`src/verilog/rss_params.svh`:
```
`ifndef RSS_PARAMS_SVH
`define RSS_PARAMS_SVH

// register byte offsets
`define RSS_OFF_CTRL      8'h00
`define RSS_OFF_MODE      8'h04
`define RSS_OFF_OPTION    8'h08
`define RSS_OFF_KEYREF    8'h0C
`define RSS_OFF_PRESET1   8'h10
`define RSS_OFF_PERIOD    8'h14
`define RSS_OFF_SRCIND    8'h18
`define RSS_OFF_PREIND    8'h1C
`define RSS_OFF_EFFSEL    8'h20

// control register fields
`define RSS_CTRL_SEL_LSB  0
`define RSS_CTRL_SEL_MSB  6
`define RSS_CTRL_FLAG_BIT 8

// select bit positions
`define RSS_SEL_ANALOG2   0
`define RSS_SEL_PRESET    1
`define RSS_SEL_KEYPAD    2
`define RSS_SEL_PRECISION 3
`define RSS_SEL_CODE_LSB  4
`define RSS_SEL_CODE_MSB  6

// indicator codes
`define RSS_SRC_DEFAULT   3'h1
`define RSS_SRC_ANALOG2   3'h2
`define RSS_SRC_PRESET    3'h3
`define RSS_SRC_KEYPAD    3'h4
`define RSS_SRC_PRECISION 3'h5
`define RSS_PRE_FIRST     4'h1

// preset mode selector value for auto preset timer
`define RSS_MODE_AUTO_TMR 4'h9

// power-up keypad reference options
`define RSS_OPT_ZERO      2'h0
`define RSS_OPT_LAST      2'h1
`define RSS_OPT_PRESET1   2'h2

// reset values
`define RSS_RST_CTRL      9'h000
`define RSS_RST_MODE      4'h0
`define RSS_RST_OPTION    2'h0
`define RSS_RST_REF       16'h0000
`define RSS_RST_PERIOD    16'h0001

// timing
`define RSS_CLK_NS        100
`define RSS_TASK_NS       4000000
`define RSS_TASK_CYCLES   (`RSS_TASK_NS / `RSS_CLK_NS)

`endif

```
`src/verilog/rss_pkg.sv`:
```
package rss_pkg;
    typedef logic [2:0]  rss_src_t;
    typedef logic [3:0]  rss_pre_t;
    typedef logic [6:0]  rss_sel_t;
    typedef logic [15:0] rss_ref_t;

    typedef enum logic {
        st_init,
        st_run
    } rss_state_e;
endpackage : rss_pkg

```
`src/verilog/rss_sel_if.sv`:
```
interface rss_sel_if;
    rss_pkg::rss_sel_t sel;
    rss_pkg::rss_src_t src;
    logic [2:0]        code;

    modport prio (input sel, output src, output code);
    modport user (output sel, input src, input code);
endinterface : rss_sel_if

```
`src/verilog/rss_selector.sv`:
```
`include "rss_params.svh"

module rss_selector #(
    parameter int unsigned TASK_CYCLES = `RSS_TASK_CYCLES
) (
    input  wire logic        clk,           // 10 MHz clock
    input  wire logic        rst_n,         // sync reset, active low
    input  wire logic        ce,            // clock enable
    input  wire logic [6:0]  term_sel,      // terminal select bits
    input  wire logic        term_flag,     // terminal timer reset
    input  wire logic [1:0]  nv_option,     // stored power-up option
    input  wire logic [15:0] nv_keypad_ref, // stored keypad reference
    input  wire logic [15:0] nv_first_pre,  // stored preset 1 value
    input  wire logic        wb_cyc_i,      // wishbone cycle
    input  wire logic        wb_stb_i,      // wishbone strobe
    input  wire logic        wb_we_i,       // wishbone write
    input  wire logic [7:0]  wb_adr_i,      // wishbone byte address
    input  wire logic [3:0]  wb_sel_i,      // wishbone byte lanes
    input  wire logic [31:0] wb_dat_i,      // wishbone write data
    output logic      [31:0] wb_dat_o,      // wishbone read data
    output logic             wb_ack_o,      // wishbone acknowledge
    output logic      [2:0]  source_ind,    // reference source 1..5
    output logic      [3:0]  preset_ind,    // preset reference 1..8
    output logic      [15:0] keypad_ref,    // keypad mode reference
    output logic             task_tick      // 4ms task pulse
);

    localparam logic [15:0] TASK_LAST = 16'(TASK_CYCLES - 1);

    // input synchronisers, three stages per terminal bit
    logic [7:0] pin_raw;
    logic [7:0] s1_ff;
    logic [7:0] s2_ff;
    logic [7:0] s3_ff;
    logic [7:0] pin_ff;

    assign pin_raw = {term_flag, term_sel};

    genvar gi;
    generate
        for (gi = 0; gi < 8; gi++) begin : g_sync
            always_ff @(posedge clk) begin
                if (!rst_n) begin
                    s1_ff[gi]  <= 1'b0;
                    s2_ff[gi]  <= 1'b0;
                    s3_ff[gi]  <= 1'b0;
                    pin_ff[gi] <= 1'b0;
                end else if (ce) begin
                    s1_ff[gi] <= pin_raw[gi];
                    s2_ff[gi] <= s1_ff[gi];
                    s3_ff[gi] <= s2_ff[gi];
                    if (s2_ff[gi] == s3_ff[gi]) begin
                        pin_ff[gi] <= s3_ff[gi];
                    end
                end
            end
        end
    endgenerate

    // software registers
    logic [8:0]                   ctrl_ff;
    logic [3:0]                   mode_ff;
    logic [1:0]                   option_ff;
    rss_pkg::rss_ref_t            keyref_ff;
    rss_pkg::rss_ref_t            first_pre_ff;
    rss_pkg::rss_ref_t            period_ff;
    rss_pkg::rss_state_e          state_ff;
    logic                         ack_ff;
    logic [31:0]                  rdat_ff;
    logic                         wr_go;
    logic                         rd_go;

    assign wr_go = wb_cyc_i && wb_stb_i && wb_we_i && !ack_ff;
    assign rd_go = wb_cyc_i && wb_stb_i && !wb_we_i && !ack_ff;

    function automatic logic [15:0] merge16(input logic [15:0] old,
                                            input logic [31:0] dat,
                                            input logic [3:0]  sel);
        merge16 = {sel[1] ? dat[15:8] : old[15:8],
                   sel[0] ? dat[7:0]  : old[7:0]};
    endfunction : merge16

    // effective select bits and flag: software or terminal
    rss_pkg::rss_sel_t eff_sel;
    logic              eff_flag;

    assign eff_sel  = ctrl_ff[`RSS_CTRL_SEL_MSB:`RSS_CTRL_SEL_LSB]
                      | pin_ff[6:0];
    assign eff_flag = ctrl_ff[`RSS_CTRL_FLAG_BIT] | pin_ff[7];

    rss_sel_if sel_if ();
    assign sel_if.sel = eff_sel;

    rss_prio u_prio (
        .sel_if (sel_if.prio)
    );

    // bus slave: one wait cycle, ack for a single cycle
    always_ff @(posedge clk) begin
        if (!rst_n) begin
            ack_ff <= 1'b0;
        end else if (ce) begin
            ack_ff <= wb_cyc_i && wb_stb_i && !ack_ff;
        end
    end

    always_ff @(posedge clk) begin
        if (!rst_n) begin
            ctrl_ff      <= `RSS_RST_CTRL;
            mode_ff      <= `RSS_RST_MODE;
            period_ff    <= `RSS_RST_PERIOD;
        end else if (ce && wr_go) begin
            case (wb_adr_i)
                `RSS_OFF_CTRL: begin
                    if (wb_sel_i[0]) begin
                        ctrl_ff[7:0] <= wb_dat_i[7:0];
                    end
                    if (wb_sel_i[1]) begin
                        ctrl_ff[8] <= wb_dat_i[8];
                    end
                end
                `RSS_OFF_MODE: begin
                    if (wb_sel_i[0]) begin
                        mode_ff <= wb_dat_i[3:0];
                    end
                end
                `RSS_OFF_PERIOD: begin
                    period_ff <= merge16(period_ff, wb_dat_i, wb_sel_i);
                end
                default: begin
                end
            endcase
        end
    end

    // power-up load of option, preset 1 and keypad reference
    always_ff @(posedge clk) begin
        if (!rst_n) begin
            state_ff     <= rss_pkg::st_init;
            option_ff    <= `RSS_RST_OPTION;
            keyref_ff    <= `RSS_RST_REF;
            first_pre_ff <= `RSS_RST_REF;
        end else if (ce) begin
            case (state_ff)
                rss_pkg::st_init: begin
                    option_ff    <= nv_option;
                    first_pre_ff <= nv_first_pre;
                    case (nv_option)
                        `RSS_OPT_LAST:    keyref_ff <= nv_keypad_ref;
                        `RSS_OPT_PRESET1: keyref_ff <= nv_first_pre;
                        default:          keyref_ff <= `RSS_RST_REF;
                    endcase
                    state_ff <= rss_pkg::st_run;
                end
                rss_pkg::st_run: begin
                    if (wr_go) begin
                        case (wb_adr_i)
                            `RSS_OFF_OPTION: begin
                                if (wb_sel_i[0]) begin
                                    option_ff <= wb_dat_i[1:0];
                                end
                            end
                            `RSS_OFF_KEYREF: begin
                                keyref_ff <= merge16(keyref_ff, wb_dat_i,
                                                     wb_sel_i);
                            end
                            `RSS_OFF_PRESET1: begin
                                first_pre_ff <= merge16(first_pre_ff,
                                                        wb_dat_i, wb_sel_i);
                            end
                            default: begin
                            end
                        endcase
                    end
                end
                default: begin
                    state_ff <= rss_pkg::st_init;
                end
            endcase
        end
    end

    // 4ms task tick
    logic [15:0] task_cnt_ff;
    logic        tick_ff;

    always_ff @(posedge clk) begin
        if (!rst_n) begin
            task_cnt_ff <= 16'h0000;
            tick_ff     <= 1'b0;
        end else if (ce) begin
            tick_ff <= (task_cnt_ff == TASK_LAST);
            if (task_cnt_ff == TASK_LAST) begin
                task_cnt_ff <= 16'h0000;
            end else begin
                task_cnt_ff <= task_cnt_ff + 16'h0001;
            end
        end
    end

    // auto preset timer: counts 4ms ticks, steps preset 1..8
    logic [15:0] tmr_cnt_ff;
    logic [2:0]  tmr_idx_ff;
    logic        auto_mode;
    logic        tmr_wrap;

    assign auto_mode = (mode_ff == `RSS_MODE_AUTO_TMR);
    assign tmr_wrap  = (17'(tmr_cnt_ff) + 17'h00001) >= 17'(period_ff);

    always_ff @(posedge clk) begin
        if (!rst_n) begin
            tmr_cnt_ff <= 16'h0000;
            tmr_idx_ff <= 3'h0;
        end else if (ce) begin
            if (eff_flag && auto_mode) begin
                tmr_cnt_ff <= 16'h0000;
                tmr_idx_ff <= 3'h0;
            end else if (!eff_flag && tick_ff) begin
                if (tmr_wrap) begin
                    tmr_cnt_ff <= 16'h0000;
                    tmr_idx_ff <= tmr_idx_ff + 3'h1;
                end else begin
                    tmr_cnt_ff <= tmr_cnt_ff + 16'h0001;
                end
            end
        end
    end

    // indicators refreshed on the 4ms task
    logic [2:0] src_ff;
    logic [3:0] pre_ff;

    always_ff @(posedge clk) begin
        if (!rst_n) begin
            src_ff <= `RSS_SRC_DEFAULT;
            pre_ff <= `RSS_PRE_FIRST;
        end else if (ce && tick_ff) begin
            src_ff <= sel_if.src;
            if (auto_mode) begin
                pre_ff <= {1'b0, tmr_idx_ff} + `RSS_PRE_FIRST;
            end else begin
                pre_ff <= {1'b0, sel_if.code} + `RSS_PRE_FIRST;
            end
        end
    end

    // read data
    always_ff @(posedge clk) begin
        if (!rst_n) begin
            rdat_ff <= 32'h00000000;
        end else if (ce && rd_go) begin
            case (wb_adr_i)
                `RSS_OFF_CTRL:    rdat_ff <= {23'h0, ctrl_ff};
                `RSS_OFF_MODE:    rdat_ff <= {28'h0, mode_ff};
                `RSS_OFF_OPTION:  rdat_ff <= {30'h0, option_ff};
                `RSS_OFF_KEYREF:  rdat_ff <= {16'h0, keyref_ff};
                `RSS_OFF_PRESET1: rdat_ff <= {16'h0, first_pre_ff};
                `RSS_OFF_PERIOD:  rdat_ff <= {16'h0, period_ff};
                `RSS_OFF_SRCIND:  rdat_ff <= {29'h0, src_ff};
                `RSS_OFF_PREIND:  rdat_ff <= {28'h0, pre_ff};
                `RSS_OFF_EFFSEL:  rdat_ff <= {24'h0, eff_flag, eff_sel};
                default:          rdat_ff <= 32'h00000000;
            endcase
        end
    end

    assign wb_dat_o   = rdat_ff;
    assign wb_ack_o   = ack_ff;
    assign source_ind = src_ff;
    assign preset_ind = pre_ff;
    assign keypad_ref = keyref_ff;
    assign task_tick  = tick_ff;
endmodule : rss_selector

```
`src/verilog/rss_prio.sv`:
```
`include "rss_params.svh"

module rss_prio (
    rss_sel_if.prio sel_if    // select bits in, codes out
);
    always_comb begin
        if (sel_if.sel[`RSS_SEL_PRECISION]) begin
            sel_if.src = `RSS_SRC_PRECISION;
        end else if (sel_if.sel[`RSS_SEL_KEYPAD]) begin
            sel_if.src = `RSS_SRC_KEYPAD;
        end else if (sel_if.sel[`RSS_SEL_PRESET]) begin
            sel_if.src = `RSS_SRC_PRESET;
        end else if (sel_if.sel[`RSS_SEL_ANALOG2]) begin
            sel_if.src = `RSS_SRC_ANALOG2;
        end else begin
            sel_if.src = `RSS_SRC_DEFAULT;
        end
    end

    // bit 0, 1, 2 of the code in order
    assign sel_if.code = sel_if.sel[`RSS_SEL_CODE_MSB:`RSS_SEL_CODE_LSB];
endmodule : rss_prio

```
`config.mk`:
```
export PLATFORM = sky130hd
export DESIGN_NAME = rss_selector
export DESIGN_NICKNAME = d
export VERILOG_FILES = /design/src/verilog/rss_pkg.sv /design/src/verilog/rss_sel_if.sv /design/src/verilog/rss_selector.sv /design/src/verilog/rss_prio.sv
export VERILOG_INCLUDE_DIRS = /design/src /design/src/verilog
export SDC_FILE = /design/constraint.sdc
export NUM_CORES = 1
export LEC_CHECK = 0
export BUFFER_PORTS_ARGS = -buffer_cell sky130_fd_sc_hd__buf_2
export CAP_MARGIN = 40
export CORE_AREA = 2 2 122 124
export CTS_CLUSTER_DIAMETER = 60
export DETAILED_ROUTE_END_ITERATION = 8
export DIE_AREA = 0 0 124 126
export GPL_TIMING_DRIVEN = 1
export PLACE_DENSITY = 0.78
export SLEW_MARGIN = 20
export SYNTH_ARGS = -nofsm -noshare
export SYNTH_HDL_FRONTEND = slang
export SYNTH_SLANG_ARGS = --single-unit
export TNS_END_PERCENT = 1
```
`constraint.sdc`:
```
create_clock -name clk -period 3.3 [get_ports clk]
set_input_delay 0.495 -clock clk [delete_from_list [all_inputs] [get_ports clk]]
set_output_delay 0.495 -clock clk [all_outputs]
set_load 0.01 [all_outputs]
```
# == Yosys cells after proc, flatten, opt, wreduce, memory -nomap -nowiden ==
# Index checks and enable logic that the tools add are counted.
# Widths: inputs -> output; s select.
# op_classes
n_reduce_logical,37
n_eq_ne,26
magnitude_cmp,1
mux,26
n_bitwise,3
addsub,6
# ops
operator,count
$pmux 16 s9,1
$mux 16,8
$pmux 16 s2,3
$add 16x1->16 const B,2
$eq 8x5->1 const B,4
$reduce_and 4->1,5
$mux 3,6
$reduce_and 2->1,9
$reduce_and 3->1,6
$add 16x1->17 const B,1
$ge 17x16->1,1
$eq 16x16->1 const B,1
$eq 8x4->1 const B,2
$mux 8,2
$logic_and 1x1->1,11
$add 3x1->4 const B,2
$eq 1x1->1,8
$eq 8x3->1 const B,1
$eq 8x6->1 const B,1
$logic_not 8->1,1
$mux 2,4
$ne 2x1->1 const B,4
$or 7x7->7,1
$eq 4x4->1 const B,1
10 further kinds,14
# word_totals
register_bits,172
inputBits,92
output_inout_bits,57

# == Longest topological paths before layout ==
# depth
depth_word,5
ltp_mapped,13

# == Modules after synthesis ==
# Synthesis repeated with hierarchy kept, for this count alone.
# hier_totals
cells_unflattened,936
hier_area_um2,7962.6
# modules_own_cells
mod,instances,area_each_um2,cells_per_inst
rss_selector,1,7907.6,928
rss_prio,1,55.1,8

# == Least setup slack after synthesis ==
# OpenSTA, ideal clock, no wires.
# synth_timing
path_type,register to register
startpoint,register tmr_cnt_ff[2]
endpoint,register tmr_idx_ff[2]
slack_ns,0.353
stages_incl_launch_ff,13
arrival_time_ns,2.830
setup_time_ns,0.116
synth_period_minus_slack_ns,2.947
n_path_buf,1
path_cell_list,dfxtp_1 > and3_1 > buf_4 > nand4_1 > nor2_1 > xor2_1 > ha_1 > nand4_1 > or4_4 > a31oi_4 > a211oi_4 > o311a_1 > a41o_1
# synth_via
elab_chain_len,4
# synth_rtl
item,line_no,text
"start, declared",rss_selector.sv:202,logic [15:0] tmr_cnt_ff;
"start signal, assigned",rss_selector.sv:223,tmr_cnt_ff <= tmr_cnt_ff + 16'h0001;
$add 16x1->17,rss_selector.sv:208,assign tmr_wrap = (17'(tmr_cnt_ff) + 17'h00001) >= 17'(period_ff);
$ge 17x16->1,rss_selector.sv:208,
$reduce_bool 2->1 (no source line),-,
$reduce_and 3->1 (no source line),-,
"end signal, assigned",rss_selector.sv:221,tmr_idx_ff <= tmr_idx_ff + 3'h1;
"end, declared",rss_selector.sv:203,logic [2:0] tmr_idx_ff;
# Every way passes these cells.
# A chain may end at the register's enable or synchronous reset.

# == Final worst setup path ==
# layout_timing
startpoint,register tmr_cnt_ff[3]
endpoint,register tmr_idx_ff[0]
# The elaborated chain is that of the path after synthesis.

==> impl_metrics.json <==
{
  "viasPerCell": 5.91,
  "finalWirelength_um": 20300,
  "fin_crit_sh_pct": 95.4,
  "ff_latch_area_um2": 3130,
  "synth_commonest_cells": "dfxtp_1, nor2_1, nand2_1",
  "path_clk_slew_ps": 60,
  "end_kind": "flip-flop",
  "leakage_nw": 3.76,
  "setup_slack_ps": 152,
  "post-place-ws_ps": -37.7,
  "power.switching_mw": 1.01,
  "num-nets-final": 1148,
  "syn-cell-area_um2": 7910,
  "slew_violations": 0,
  "rr_worst_depth": 12,
  "sw_frac_of_total_pct": 23.2,
  "num_rows": 44,
  "ys_async_sr_fraction_pct": 0,
  "ctsHoldBuffers": 0,
  "multiInputGateArea_um2": 4400,
  "initial_utilization_pct": 55.3,
  "cts_tree": "yes",
  "synth.distinct_cells": 71,
  "track_usage_pct": 25.8,
  "worst_pin_slew_ps": 704,
  "synth_edf_count": 0,
  "cts.htree.levels": 4,
  "hold_violations": 0,
  "clock_latency_ps": 430,
  "internal-power_mw": 3.37,
  "crit_type": "reg2reg",
  "outcome": "finished clean",
  "period_minus_slack_ps": 3150,
  "synth_top_area_share_pct": 39.5,
  "r2r-end": "tmr_idx_ff[0]",
  "antenna_found_initial": 0,
  "arrival_ps": 3510,
  "holdPathEnd": "s1_ff[6]",
  "yosysWarnings": 0,
  "clockBufferDepth": 2,
  "drtIter0Drc": 705,
  "io-pin-count": 149,
  "dr.pass1.iters": 6,
  "whs_path_depth": 3,
  "drive_gt1_share_pct": 18.9,
  "coreArea_um2": 14300,
  "ys_ff_latch": 156,
  "synth_area_leaders": "dfxtp_1, mux2i_1, nor2_1, nand2_1, ha_1",
  "portBuffers": 114,
  "worst_setup_path_start_kind": "flip-flop",
  "crit_path_cell_trace": "and3_4 > nand4_1 > buf_4 > xnor2_1 > ha_1 > nand4_1 > or4_4 > a31oi_4 > a211oi_4 > buf_4 > or4_1 > a21oi_1",
  "num_vias": 7272,
  "cp_max_fo": 7,
  "place_inst": 1191,
  "crit_required_ps": 3660,
  "area_growth_pct": 17.1,
  "clock.fmax_mhz": 318,
  "p_clk_share_pct": 47.1,
  "ant_nets": 0,
  "slowest_stage": "or4_4",
  "seqPwrFrac_pct": 44.9,
  "numCtsBuffers": 17,
  "placed_cell_area_um2": 8560,
  "postSynthCellCount": 933,
  "grt_pass1_wl_um": 32100,
  "routedWlPerCell_um": 16.5,
  "ff2ff_setup_slack_ps": 150,
  "p_comb_share_pct": 7.9,
  "instances_no_fill": 1231,
  "clkSinkCount": 156,
  "final_area_um2": 9270,
  "drv_cap": 0,
  "r2r-start": "tmr_cnt_ff[3]",
  "synth_top_area_cell": "dfxtp_1",
  "diodes": 0,
  "avgSynthCellArea_um2": 8.48,
  "slowest_delay_ps": 560,
  "post-synth-top-count-cell": "dfxtp_1",
  "fillCellCount": 1178,
  "peakVddDrop_mv": 0.329,
  "fin_skew_ps": 7.36,
  "grt_pass1_vias": 6516,
  "fin_util_pct": 64.7,
  "setup_viol": 0,
  "grt-ovfl-total": 0,
  "routabilityCongestion": 0.927,
  "fp.dieArea_um2": 15600,
  "slew_headroom_pct": 53.0,
  "hold_path.class": "in2reg",
  "yosysSeqAreaShare_pct": 39.5,
  "power_density_nw_per_um2": 473,
  "chipWidth_um": 124,
  "hold-worst-slack_ps": 300,
  "grt_max_degree": 61,
  "cts-root-buf": "clkbuf_16",
  "route.detailed.drc": 0,
  "die_y_um": 126,
  "hold_start": "term_sel[6]",
  "place_hpwl_um": 14400,
  "synth_ff_type": "dfxtp_1"
}
==> kinds of logic (layout without fill, tap and decap cells) <==
group	after synthesis	count (layout)	synth area share [%]
other	1	16	0.0474
AND/OR/NAND/NOR	361	361	21.3
adder cells (fa/ha/maj)	22	22	3.48
AO/OA/AOI/OAI	193	193	17.1
multiplexers	74	74	9.72
XOR/XNOR	27	27	2.99
flip-flops	156	156	39.5
buffers and inverters	99	198	5.90
==> worst max-delay path: cells and delay by family (launching register included) <==
family                     cells  cell delay, ps
and+or+nand+nor                5            1520
xor gates and xnor gates       1             120
buffers and inverters          2             380
AOI/OAI and AO/OA              3             440
DFF                            1             340
adders and majority gates      1             280
==> power by group through the flow <==
stage / Combinational, mW / Sequential (mW) / Clock (mW)
4_1_cts: 0.344 / 1.97 / 2.09
2_1_floorplan: 0.232 / 2.00 / 0
3_3_place_gp: 0.339 / 2.01 / 0
6_report: 0.348 / 1.97 / 2.07
5_1_grt: 0.380 / 1.97 / 2.17
3_5_place_dp: 0.342 / 2.01 / 0
==> sequential cells by signal, summed over array words and instances, names as in the netlist <==
register and count:
task_cnt_ff 16, tmr_cnt_ff 16, task_tick 1, s1_ff 8, first_pre_ff 16, tmr_idx_ff 3, preset_ind 4, wb_dat_o 16
s3_ff 8, state_ff 1, period_ff 16, source_ind 3, pin_ff 8, wb_ack_o 1, option_ff 2, ctrl_ff 9
s2_ff 8, keypad_ref 16, mode_ff 4
==> cell usage in the layout, fill, tap and decap left out, drive strengths merged, types with 10 or more instances in the layout <==
cell	count
a21oi	38
a22oi	20
a2bb2oi	14
a311oi	16
buf	141
clkbuf	22
conb	16
dfxtp	156
ha	22
inv	24
mux2i	69
nand2	84
nand2b	20
nand3	40
nand4	12
nor2	156
nor3	10
o211ai	11
o21ai	43
xnor2	14
xor2	13
==> what timing repair did <==
| item | CTS | global route |
|---|---|---|
| endpoints found under the setup margin | 4 | 3 |
| resized for setup | 0 | 7 |
| setup buffers | 4 | 4 |
| pin swaps | 1 | 4 |
==> worst max-delay path by stage <==
stage             startpoint            end  slack, ps  depth (start not counted)
4_1_cts        tmr_cnt_ff[3]  tmr_idx_ff[0]         60                         12
3_5_place_dp   tmr_cnt_ff[0]  tmr_cnt_ff[7]        -40                         12
2_1_floorplan  tmr_cnt_ff[2]  tmr_idx_ff[2]        350                         12
6_report       tmr_cnt_ff[3]  tmr_idx_ff[0]        150                         12
5_1_grt        tmr_cnt_ff[5]  tmr_idx_ff[0]        -10                         11
3_3_place_gp   tmr_cnt_ff[0]  tmr_cnt_ff[5]         20                         12
==> metrics by stage <==
step	power [mW]	TNS, ps
2_1_floorplan	2.23	0
3_3_place_gp	2.35	0
3_5_place_dp	2.35	-77.3
4_1_cts	4.40	0
5_1_grt	4.53	-10.9
6_report	4.38	0
==> per-layer routing <==
metal  track usage [%]  vias up  share of wire (%)
met5                 0        -                  0
met4              9.85        0                2.2
met3              5.25       50                6.9
met1              34.4     3424                 45
met2              41.2      317                 46
li1                  -     3481                  -
==> cell type report <==
type / instances / share of cell area (%)
clock buffers: 22 / 5.01
repair buffers: 141 / 8.48
inverters: 25 / 1.04
well taps: 184 / 2.48
flip-flops and latches: 156 / 33.7
multi-input cells: 693 / 47.5
clock inverters: 10 / 1.77
Power figures use the tool's default switching activity.
